==> src/verilog/lcd_pkg.sv <==
// Purpose: shared constants and carriers for the character display command block
// Assumes: core clock of 10 MHz, byte-wide writes from a host processor
// Notes: command patterns are matched as (byte & mask) == pattern
package lcd_pkg;

  // ==========================================================
  // clock and timing
  localparam int CLK_NS = 100;
  localparam int TRST_NS = 1000;           // internal reset completion time
  localparam int RST_CYC = (TRST_NS + CLK_NS - 1) / CLK_NS;
  localparam int FRAME_HZ = 100;            // typical frame frequency
  localparam int FRAME_CYC_DEF = 1000000000 / (FRAME_HZ * CLK_NS);
  localparam int BLINK_W = 6;               // 64 frames per blink period, ~1.5 Hz
  localparam int CONTRAST_W_DEF = 5;

  // ==========================================================
  // command decode patterns
  localparam logic [7:0] CMD_SYS_PAT = 8'h60;
  localparam logic [7:0] CMD_SYS_MSK = 8'hf0;
  localparam logic [7:0] CMD_DISP_PAT = 8'h30;
  localparam logic [7:0] CMD_DISP_MSK = 8'hf8;
  localparam logic [7:0] CMD_PSAVE_PAT = 8'h42;
  localparam logic [7:0] CMD_PSAVE_MSK = 8'hf2;
  localparam logic [7:0] CMD_PWR_PAT = 8'h50;
  localparam logic [7:0] CMD_PWR_MSK = 8'hf8;
  localparam logic [7:0] CMD_VOL = 8'ha8;
  localparam logic [7:0] CMD_ICON_PAT = 8'ha0;
  localparam logic [7:0] CMD_ICON_MSK = 8'hfe;
  localparam logic [7:0] CMD_ADDR_PAT = 8'h80;
  localparam logic [7:0] CMD_ADDR_MSK = 8'h80;
  localparam logic [7:0] CMD_PWR_ALL_ON = 8'h57;
  localparam logic [7:0] CMD_LINE2 = 8'hc0;
  localparam logic [7:0] MSK_ALL = 8'hff;

  // ==========================================================
  // field positions and addresses
  localparam int DISP_ON_BIT = 0;
  localparam int CURSOR_BIT = 1;
  localparam int BLINK_BIT = 2;
  localparam int SAVE_BIT = 0;
  localparam int SAVE_OPT_LSB = 2;
  localparam int ICON_BLINK_BIT = 4;
  localparam int SERIAL_SCL_BIT = 6;
  localparam int SERIAL_SI_BIT = 7;
  localparam logic [6:0] LINE1_ADDR = 7'h30;
  localparam logic [6:0] LINE2_ADDR = 7'h40;
  localparam logic [6:0] LINE3_ADDR = 7'h50;
  localparam logic [2:0] SER_LAST = 3'h7;

  // ==========================================================
  // reset values
  localparam logic [7:0] ICON_RST = 8'h00;
  localparam logic [3:0] SYS_RST = 4'h0;

  // ==========================================================
  // carriers
  typedef struct packed {
    logic is_data;
    logic [7:0] val;
  } lcd_byte_s;

  typedef struct packed {
    logic amp_on;
    logic follower_on;
    logic converter_on;
  } lcd_pwr_s;

  typedef enum logic [1:0] {
    ST_IDLE = 2'b00,
    ST_VOL = 2'b01,
    ST_ICON = 2'b10
  } lcd_state_e;

endpackage

==> src/verilog/lcd_bus_rx.sv <==
// Purpose: turns parallel (two strobe styles) or serial writes into bytes
// Assumes: all pins are asynchronous to core_clk and pass two flip-flops
// Notes: a parallel byte is delivered as a one-cycle pulse after the strobe ends, a serial byte on its eighth clock rise
`timescale 1ns/1ps
module lcd_bus_rx
  import lcd_pkg::*;
(
  input wire logic core_clk,
  input wire logic rstn,
  input wire logic ce,
  input wire logic sel_68,
  input wire logic cs_n,
  input wire logic wr_strobe,
  input wire logic reg_select,
  input wire logic [7:0] data_in,
  input wire logic serial_sel,
  output lcd_byte_s rx_q,
  output logic rx_valid_q
);

  // ==========================================================
  // pin synchronisers
  logic [11:0] s1_q;
  logic [11:0] s2_q;
  always_ff @(posedge core_clk or negedge rstn) begin
    if (!rstn) begin
      s1_q <= 12'hfff;
      s2_q <= 12'hfff;
    end else if (ce) begin
      s1_q <= {serial_sel, cs_n, wr_strobe, reg_select, data_in};
      s2_q <= s1_q;
    end
  end

  logic ser_s;
  logic cs_s;
  logic stb_s;
  logic rs_s;
  logic [7:0] dat_s;
  assign {ser_s, cs_s, stb_s, rs_s, dat_s} = s2_q;

  // ==========================================================
  // strobe activity: low write strobe, or high enable in the 68 style
  logic act;
  logic act_q;
  logic sclk_q;
  logic [7:0] sh_q;
  logic [2:0] cnt_q;
  lcd_byte_s cap_q;
  assign act = !cs_s && (sel_68 ? stb_s : !stb_s);

  // capture while the strobe is active, deliver on its end; serial shift
  always_ff @(posedge core_clk or negedge rstn) begin
    if (!rstn) begin
      act_q <= 1'b0;
      sclk_q <= 1'b1;
      sh_q <= 8'h00;
      cnt_q <= 3'h0;
      cap_q <= '0;
      rx_q <= '0;
      rx_valid_q <= 1'b0;
    end else if (ce) begin
      act_q <= act && !ser_s;
      sclk_q <= dat_s[SERIAL_SCL_BIT];
      rx_valid_q <= 1'b0;
      if (ser_s) begin
        if (cs_s) begin
          cnt_q <= 3'h0;
        end else if (dat_s[SERIAL_SCL_BIT] && !sclk_q) begin
          sh_q <= {sh_q[6:0], dat_s[SERIAL_SI_BIT]};
          cnt_q <= cnt_q + 3'h1;
          if (cnt_q == SER_LAST) begin
            rx_q <= '{is_data: rs_s, val: {sh_q[6:0], dat_s[SERIAL_SI_BIT]}};
            rx_valid_q <= 1'b1;
          end
        end
      end else begin
        if (act) begin
          cap_q <= '{is_data: rs_s, val: dat_s};
        end
        if (act_q && !act) begin
          rx_q <= cap_q;
          rx_valid_q <= 1'b1;
        end
      end
    end
  end
endmodule

==> src/verilog/lcd_cmd_core.sv <==
// Purpose: command interpreter and character store of a dot-matrix display driver
// Assumes: host keeps its own waits; bytes come from lcd_bus_rx
// Notes: settings change only on decoded bytes, on frame boundaries or on a reset_in edge
`timescale 1ns/1ps

// Behaviour
// - writes only; reg_select low command, high data
// - system setup byte stored as configuration
// - contrast command then one data byte
// - power save flag and options from command
// - three power enables; 57h on, 50h off
// - bit7 command other than A0H, A1H, A8H sets address; line one 30H
// - line two 40H, line three 50H
// - display, cursor, blink flags from command
// - icon commands take one data byte; blink
// - character store is never cleared by reset
// - reset clears display, save, power, contrast, icons
// - icons alone only while in standby
// - display and icons change on frame boundaries
// - two parallel styles or serial accepted
// - reset_in level at its edge picks style
module lcd_cmd_core
  import lcd_pkg::*;
#(
  parameter int FRAME_CYC = FRAME_CYC_DEF,
  parameter int CONTRAST_W = CONTRAST_W_DEF
) (
  input wire logic core_clk,
  input wire logic rstn,
  input wire logic ce,
  input wire logic reset_in,
  input wire logic cs_n,
  input wire logic wr_strobe,
  input wire logic reg_select,
  input wire logic [7:0] data_in,
  input wire logic serial_sel,
  input wire logic [6:0] rd_addr,
  output logic [7:0] rd_data_q,
  output logic [6:0] addr_q,
  output logic bus_68_q,
  output logic ready_q,
  output logic [3:0] sys_cfg_q,
  output logic [CONTRAST_W-1:0] contrast_q,
  output logic save_flag_q,
  output logic [1:0] save_opt_q,
  output lcd_pwr_s pwr_q,
  output logic disp_on_q,
  output logic cursor_q,
  output logic blink_q,
  output logic [7:0] icon0_q,
  output logic [7:0] icon1_q,
  output logic icon_lit_q
);

  localparam int FW = $clog2(FRAME_CYC);
  localparam logic [FW-1:0] FRAME_LAST = FW'(FRAME_CYC - 1);
  localparam logic [3:0] RST_LOAD = 4'(RST_CYC);

  // ==========================================================
  // helpers
  function automatic logic cmd_hit(input logic [7:0] b, input logic [7:0] pat, input logic [7:0] msk);
    return (b & msk) == pat;
  endfunction

  // ==========================================================
  // byte receiver
  lcd_byte_s rx;
  logic rx_v;
  lcd_bus_rx u_rx (
    .core_clk(core_clk),
    .rstn(rstn),
    .ce(ce),
    .sel_68(bus_68_q),
    .cs_n(cs_n),
    .wr_strobe(wr_strobe),
    .reg_select(reg_select),
    .data_in(data_in),
    .serial_sel(serial_sel),
    .rx_q(rx),
    .rx_valid_q(rx_v)
  );

  // ==========================================================
  // reset_in pin: synchronise and detect its edges
  logic rin1_q;
  logic rin2_q;
  logic rin3_q;
  logic soft_rst;
  always_ff @(posedge core_clk or negedge rstn) begin
    if (!rstn) begin
      rin1_q <= 1'b0;
      rin2_q <= 1'b0;
      rin3_q <= 1'b0;
    end else if (ce) begin
      rin1_q <= reset_in;
      rin2_q <= rin1_q;
      rin3_q <= rin2_q;
    end
  end
  assign soft_rst = ce && (rin2_q != rin3_q);

  // bus style caught from the pin level at its edge
  always_ff @(posedge core_clk or negedge rstn) begin
    if (!rstn) begin
      bus_68_q <= 1'b0;
    end else if (soft_rst) begin
      bus_68_q <= rin2_q;
    end
  end

  // internal reset time: bytes are dropped until it runs out
  logic [3:0] busy_q;
  always_ff @(posedge core_clk or negedge rstn) begin
    if (!rstn) begin
      busy_q <= RST_LOAD;
      ready_q <= 1'b0;
    end else if (soft_rst) begin
      busy_q <= RST_LOAD;
      ready_q <= 1'b0;
    end else if (ce) begin
      if (busy_q != 4'h0) begin
        busy_q <= busy_q - 4'h1;
      end
      ready_q <= (busy_q == 4'h0);
    end
  end

  // ==========================================================
  // accepted bytes and decode
  logic take_cmd;
  logic take_dat;
  logic hit_vol;
  logic hit_icon;
  logic hit_addr;
  assign take_cmd = ce && rx_v && (busy_q == 4'h0) && !rx.is_data;
  assign take_dat = ce && rx_v && (busy_q == 4'h0) && rx.is_data;
  assign hit_vol = cmd_hit(rx.val, CMD_VOL, MSK_ALL);
  assign hit_icon = cmd_hit(rx.val, CMD_ICON_PAT, CMD_ICON_MSK);
  assign hit_addr = cmd_hit(rx.val, CMD_ADDR_PAT, CMD_ADDR_MSK) && !hit_vol && !hit_icon;

  // sequence state: which command waits for its data byte
  lcd_state_e st_q;
  logic icon_sel_q;
  always_ff @(posedge core_clk or negedge rstn) begin
    if (!rstn) begin
      st_q <= ST_IDLE;
      icon_sel_q <= 1'b0;
    end else if (soft_rst) begin
      st_q <= ST_IDLE;
    end else if (take_cmd) begin
      if (hit_vol) begin
        st_q <= ST_VOL;
      end else if (hit_icon) begin
        st_q <= ST_ICON;
        icon_sel_q <= rx.val[0];
      end else begin
        st_q <= ST_IDLE;
      end
    end else if (take_dat) begin
      st_q <= ST_IDLE;
    end
  end

  // ==========================================================
  // settings written by commands
  always_ff @(posedge core_clk or negedge rstn) begin
    if (!rstn) begin
      sys_cfg_q <= SYS_RST;
    end else if (take_cmd && cmd_hit(rx.val, CMD_SYS_PAT, CMD_SYS_MSK)) begin
      sys_cfg_q <= rx.val[3:0];
    end
  end

  // contrast level from the data byte after its command
  always_ff @(posedge core_clk or negedge rstn) begin
    if (!rstn) begin
      contrast_q <= '0;
    end else if (soft_rst) begin
      contrast_q <= '0;
    end else if (take_dat && st_q == ST_VOL) begin
      contrast_q <= rx.val[CONTRAST_W-1:0];
    end
  end

  // power save flag, options, and power circuit enables
  always_ff @(posedge core_clk or negedge rstn) begin
    if (!rstn) begin
      save_flag_q <= 1'b0;
      save_opt_q <= 2'h0;
      pwr_q <= '0;
    end else if (soft_rst) begin
      save_flag_q <= 1'b0;
      pwr_q <= '0;
    end else if (take_cmd) begin
      if (cmd_hit(rx.val, CMD_PSAVE_PAT, CMD_PSAVE_MSK)) begin
        save_flag_q <= rx.val[SAVE_BIT];
        save_opt_q <= rx.val[SAVE_OPT_LSB+:2];
      end
      if (cmd_hit(rx.val, CMD_PWR_PAT, CMD_PWR_MSK)) begin
        pwr_q <= rx.val[2:0];
      end
    end
  end

  // commanded display-on flag applied at the next frame boundary; cursor and blink flags at once
  logic disp_pend_q;
  always_ff @(posedge core_clk or negedge rstn) begin
    if (!rstn) begin
      disp_pend_q <= 1'b0;
      cursor_q <= 1'b0;
      blink_q <= 1'b0;
    end else if (soft_rst) begin
      disp_pend_q <= 1'b0;
    end else if (take_cmd && cmd_hit(rx.val, CMD_DISP_PAT, CMD_DISP_MSK)) begin
      disp_pend_q <= rx.val[DISP_ON_BIT];
      cursor_q <= rx.val[CURSOR_BIT];
      blink_q <= rx.val[BLINK_BIT];
    end
  end

  // static icon bytes waiting for the frame boundary
  logic [7:0] icon_pend_q [2];
  always_ff @(posedge core_clk or negedge rstn) begin
    if (!rstn) begin
      icon_pend_q[0] <= ICON_RST;
      icon_pend_q[1] <= ICON_RST;
    end else if (soft_rst) begin
      icon_pend_q[0] <= ICON_RST;
      icon_pend_q[1] <= ICON_RST;
    end else if (take_dat && st_q == ST_ICON) begin
      icon_pend_q[icon_sel_q] <= rx.val;
    end
  end

  // ==========================================================
  // character store: not reset, contents undefined until written
  logic [7:0] mem [128];
  always_ff @(posedge core_clk) begin
    if (take_dat && st_q == ST_IDLE) begin
      mem[addr_q] <= rx.val;
    end
  end

  // read port for the display side
  always_ff @(posedge core_clk or negedge rstn) begin
    if (!rstn) begin
      rd_data_q <= 8'h00;
    end else if (ce) begin
      rd_data_q <= mem[rd_addr];
    end
  end

  // address pointer: set by command, stepped by each stored byte
  always_ff @(posedge core_clk or negedge rstn) begin
    if (!rstn) begin
      addr_q <= LINE1_ADDR;
    end else if (take_cmd && hit_addr) begin
      addr_q <= rx.val[6:0];
    end else if (take_dat && st_q == ST_IDLE) begin
      addr_q <= addr_q + 7'h01;
    end
  end

  // ==========================================================
  // frame timing and icon blink phase
  logic [FW-1:0] frame_cnt_q;
  logic frame_tick;
  logic [BLINK_W-1:0] blink_cnt_q;
  assign frame_tick = ce && (frame_cnt_q == FRAME_LAST);
  always_ff @(posedge core_clk or negedge rstn) begin
    if (!rstn) begin
      frame_cnt_q <= '0;
      blink_cnt_q <= '0;
    end else if (ce) begin
      frame_cnt_q <= frame_tick ? '0 : frame_cnt_q + FW'(1);
      if (frame_tick) begin
        blink_cnt_q <= blink_cnt_q + BLINK_W'(1);
      end
    end
  end

  // display and icons take effect together on a frame boundary
  always_ff @(posedge core_clk or negedge rstn) begin
    if (!rstn) begin
      disp_on_q <= 1'b0;
      icon0_q <= ICON_RST;
      icon1_q <= ICON_RST;
    end else if (soft_rst) begin
      disp_on_q <= 1'b0;
      icon0_q <= ICON_RST;
      icon1_q <= ICON_RST;
    end else if (frame_tick) begin
      disp_on_q <= disp_pend_q;
      icon0_q <= icon_pend_q[0];
      icon1_q <= icon_pend_q[1];
    end
  end

  // icon drive: with the display, or alone only in standby, blink gated
  logic icon_any;
  logic icon_blink;
  assign icon_any = (icon0_q != ICON_RST) || (icon1_q != ICON_RST);
  assign icon_blink = icon0_q[ICON_BLINK_BIT] || icon1_q[ICON_BLINK_BIT];
  always_ff @(posedge core_clk or negedge rstn) begin
    if (!rstn) begin
      icon_lit_q <= 1'b0;
    end else if (ce) begin
      icon_lit_q <= icon_any && (disp_on_q || save_flag_q)
        && !(icon_blink && blink_cnt_q[BLINK_W-1]);
    end
  end
endmodule

==> config.mk <==
export PLATFORM = sky130hd
export DESIGN_NAME = lcd_cmd_core
export DESIGN_NICKNAME = d
export VERILOG_FILES = /design/src/verilog/lcd_pkg.sv /design/src/verilog/lcd_bus_rx.sv /design/src/verilog/lcd_cmd_core.sv
export SDC_FILE = /design/constraint.sdc
export NUM_CORES = 1
export LEC_CHECK = 0
export BUFFER_PORTS_ARGS = -buffer_cell sky130_fd_sc_hd__buf_2
export CAP_MARGIN = 5
export CORE_UTILIZATION = 65
export DETAILED_ROUTE_END_ITERATION = 6
export PLACE_DENSITY = 0.92
export SLEW_MARGIN = 10
export SYNTH_ARGS = -nofsm -noshare
export SYNTH_HDL_FRONTEND = slang
export SYNTH_SLANG_ARGS = --single-unit
==> constraint.sdc <==
create_clock -name core_clk -period 10 [get_ports core_clk]
set_input_delay 0.5 -clock core_clk [delete_from_list [all_inputs] [get_ports core_clk]]
set_output_delay 0.5 -clock core_clk [all_outputs]
set_load 0.02 [all_outputs]
==> impl_results.md <==
* FF/Latch Area at 34,700 um^2
* First-pass GRT wire length at 181,000 um
* Critical Path Fanout Max at 9
* Final setup fails at 0
* Postcts setup bufs at 0
* Cts bufs inserted at 109
* EDFF count, synth at 1,024
* Met3 WL post-DR at 16,200 um
* Post-route ant nets at 0
* Die area at 73,000 um^2
* Slew @ Worst Pin at 1350 ps
* Clock Sinks at 1,181
* GRT overflow at 0
* Io pins at 75
* Share of cells above drive strength 1 at 21.5%
* Multi-input gate area at 11,300 um^2
* FP Rows at 97
* Hold Vio Cnt, Final at 0
* DR iter-0 viols at 4,990
* Static leakage at 17.3 nW
* Setup TNS at 0 ps
* Post-synthesis cell type count at 65
* Largest net degree at the start of global routing at 97
* Pins Over Slew Limit at 0
* Routed length per instance at 34.2 um
* Root buffer cell: clkbuf_16
* RD Place Congestion at 0.906
* Area Growth Syn to Fin at 10.4%
* TritonCTS clock tree: yes
* RSZ-0062 raised after global routing: false
* Slowest cell on the critical path: nor4_1
* Max-cap violations at 0
* Total track usage at 34.4%
* Most common cell after layout, fill and taps aside: edfxtp_1
* F_max at 223 MHz
* Uppermost layer routed: met5
* Sequential area share after synthesis at 74.3%
* Top FF cell, synth: edfxtp_1
* DRC violations left at 0
* Post-DP HPWL at 68,400 um
* Clk slew on worst S/H paths at 70 ps
* Via density at 7.44
* Hold Path Class: primary input to flop
* Initial antenna violation count at 5
* Initial Utilization at 66.2%
* Die H at 270 um
* WS Path Type: flop to flop
* Yosys reg bits at 1,181
* 1st-pass router iterations at 7
* CP max stage delay at 840 ps
* Post-Syn Instances at 2,527
* Outcome: finished clean
* Htree depth at 3
* Setup Skew at 29.4 ps
* Worst EP required at 10,310 ps
* Number of global-route vias before repair at 27,418
* Cells along the critical path: inv_1 > ha_1 > nor3b_4 > nand4_1 > nor4_1 > nand3_1 > buf_4 > nor2_1
* Met2 Wirelength at 60,000 um
* Worst-Skew Late Latency at 680 ps
* Setup ws final at 5510 ps
* Mapped Area at 46,700 um^2
* Core footprint at 70,600 um^2
* M1 WL at 38,500 um
* Worst Path Buf+Inv at 2
* PwrDens at 232 nW/um^2
* Die Width at 270 um
* Relative slew slack at 10.3%
* Avg Inst Size Synth at 18.5 um^2
* Async set-or-reset flop fraction in the synthesized netlist at 13.3%
* CTS Buffer Depth at 3
* Ys Warns at 0
* Syn_nets at 2,556
* Post-layout minimum cycle time at 4490 ps
* Crit. End Element: flop
* Period Utilization, post-route at 44.9%
* Via count at 27,032
* Crit path launch type: flop
* CP top delay family: simple AND/OR/NAND/NOR gates
* Hold WS at 55.1 ps
* Port bufs at 74
* Placement Setup Slack at 5510 ps
* Final WL at 124,000 um
* Final net count at 2,632
* Max VDD drop at 282 uV
* Most frequent cells in the layout: 1,024 x edfxtp_1, 201 x nor2_1, 197 x mux4_2
* Fillers at 3,600
* Crit path arrival time at 4790 ps
sequential cells by signal, summed over array words and instances (netlist names), 2 cells and up:
name / cells
st_q: 2
icon1_q: 8
u_rx.rx_q: 9
u_rx.s1_q: 12
u_rx.sh_q: 7
contrast_q: 5
addr_q: 7
sys_cfg_q: 4
icon0_q: 8
u_rx.s2_q: 12
pwr_q: 3
frame_cnt_q: 17
u_rx.cnt_q: 3
u_rx.cap_q: 9
save_opt_q: 2
busy_q: 4
rd_data_q: 8
mem: 1024
blink_cnt_q: 6
icon_pend_q: 16
where the power goes:
group | leakage (nW) | internal, mW | switching, mW
clock | 1.80 | 2.47 | 1.85
combinational | 4.33 | 0.261 | 0.822
sequential | 11.2 | 6.12 | 0.448
total | 17.3 | 8.84 | 3.12
layout make-up:
type	count	area share [%]
Clock inverter	64	1.36
Timing Repair Buffer	107	1.26
Inverter	10	0.0728
Clock buffer	138	5.82
Sequential cell	1181	67.4
Tap cell	940	2.28
Antenna cell	1	0.00485
Multi-Input combinational cell	1194	21.8
routing by layer:
| layer | global-route usage (%) | up-vias |
|---|---|---|
| met1 | 41.9 | 13387 |
| met5 | 0 | - |
| li1 | - | 10278 |
| met4 | 20.4 | 4 |
| met2 | 55.8 | 2665 |
| met3 | 9.10 | 698 |
per-stage QoR:
step / utilization [%] / cells / power, mW / area, um^2
4_1_cts: 73.0 / 3634 / 11.9 / 51600
3_3_place_gp: 67.7 / 3431 / 7.53 / 47800
3_5_place_dp: 67.7 / 3431 / 7.65 / 47800
5_1_grt: 73.0 / 3634 / 12.2 / 51600
6_report: 73.0 / 3635 / 12.0 / 51600
2_1_floorplan: - / 2527 / 7.07 / 46700
worst paths after layout:
kind	cells past startpoint	endpoint	slack [ps]	start
min in group asynchronous	2	blink_cnt_q[1]	410	rstn
worst max register to register	8	mem[43][7]	5510	busy_q[0]
worst min-delay path	2	u_rx.s1_q[0]	60	data_in[0]
max in group asynchronous	3	sys_cfg_q[1]	8100	rstn
worst min register to register	1	blink_cnt_q[5]	500	blink_cnt_q[5]
worst max-delay path	8	mem[43][7]	5510	busy_q[0]
what timing repair did:
item,in CTS,in global routing
hold buffers,1,0
endpoints found under the hold margin,53,0
resized for setup,0,0
endpoints found under the setup margin,0,0
cells in the mapped netlist (7+ instances only):
master / number / area [um^2]
a21oi_1: 32 / 160
a22oi_1: 21 / 158
dfstp_2: 29 / 762
inv_1: 10 / 37.5
and2_1: 8 / 50.1
dfrtp_1: 128 / 3200
and3_1: 11 / 68.8
nand2_1: 83 / 312
o221ai_1: 28 / 245
o21ai_0: 24 / 120
nor2_1: 201 / 754
nand3_1: 43 / 215
a22o_1: 26 / 228
o22ai_1: 44 / 275
buf_2: 24 / 120
mux2_2: 56 / 631
buf_6: 8 / 90.1
a31oi_1: 18 / 113
edfxtp_1: 1024 / 30700
o211ai_1: 24 / 180
xnor2_1: 15 / 131
buf_4: 32 / 240
nor3_1: 16 / 80.1
nand2b_1: 23 / 144
nand4_1: 10 / 62.6
clkbuf_1: 64 / 240
xor2_1: 10 / 87.6
mux4_2: 197 / 4440
mux2i_1: 178 / 1780
nor4_1: 16 / 100
a211oi_1: 7 / 52.6
buf_1: 14 / 52.6
nor2b_1: 34 / 213
kinds of logic after synthesis:
| logic type | Yosys count | synth area share, % |
|---|---|---|
| fa+ha+maj | 6 | 0.161 |
| simple gates | 477 | 4.89 |
| flops | 1181 | 74.3 |
| buf+inv | 152 | 1.67 |
| compound gates | 253 | 3.82 |
| mux | 433 | 14.7 |
| xor+xnor | 25 | 0.469 |
No activity file was read; power rests on OpenSTA's default activity.
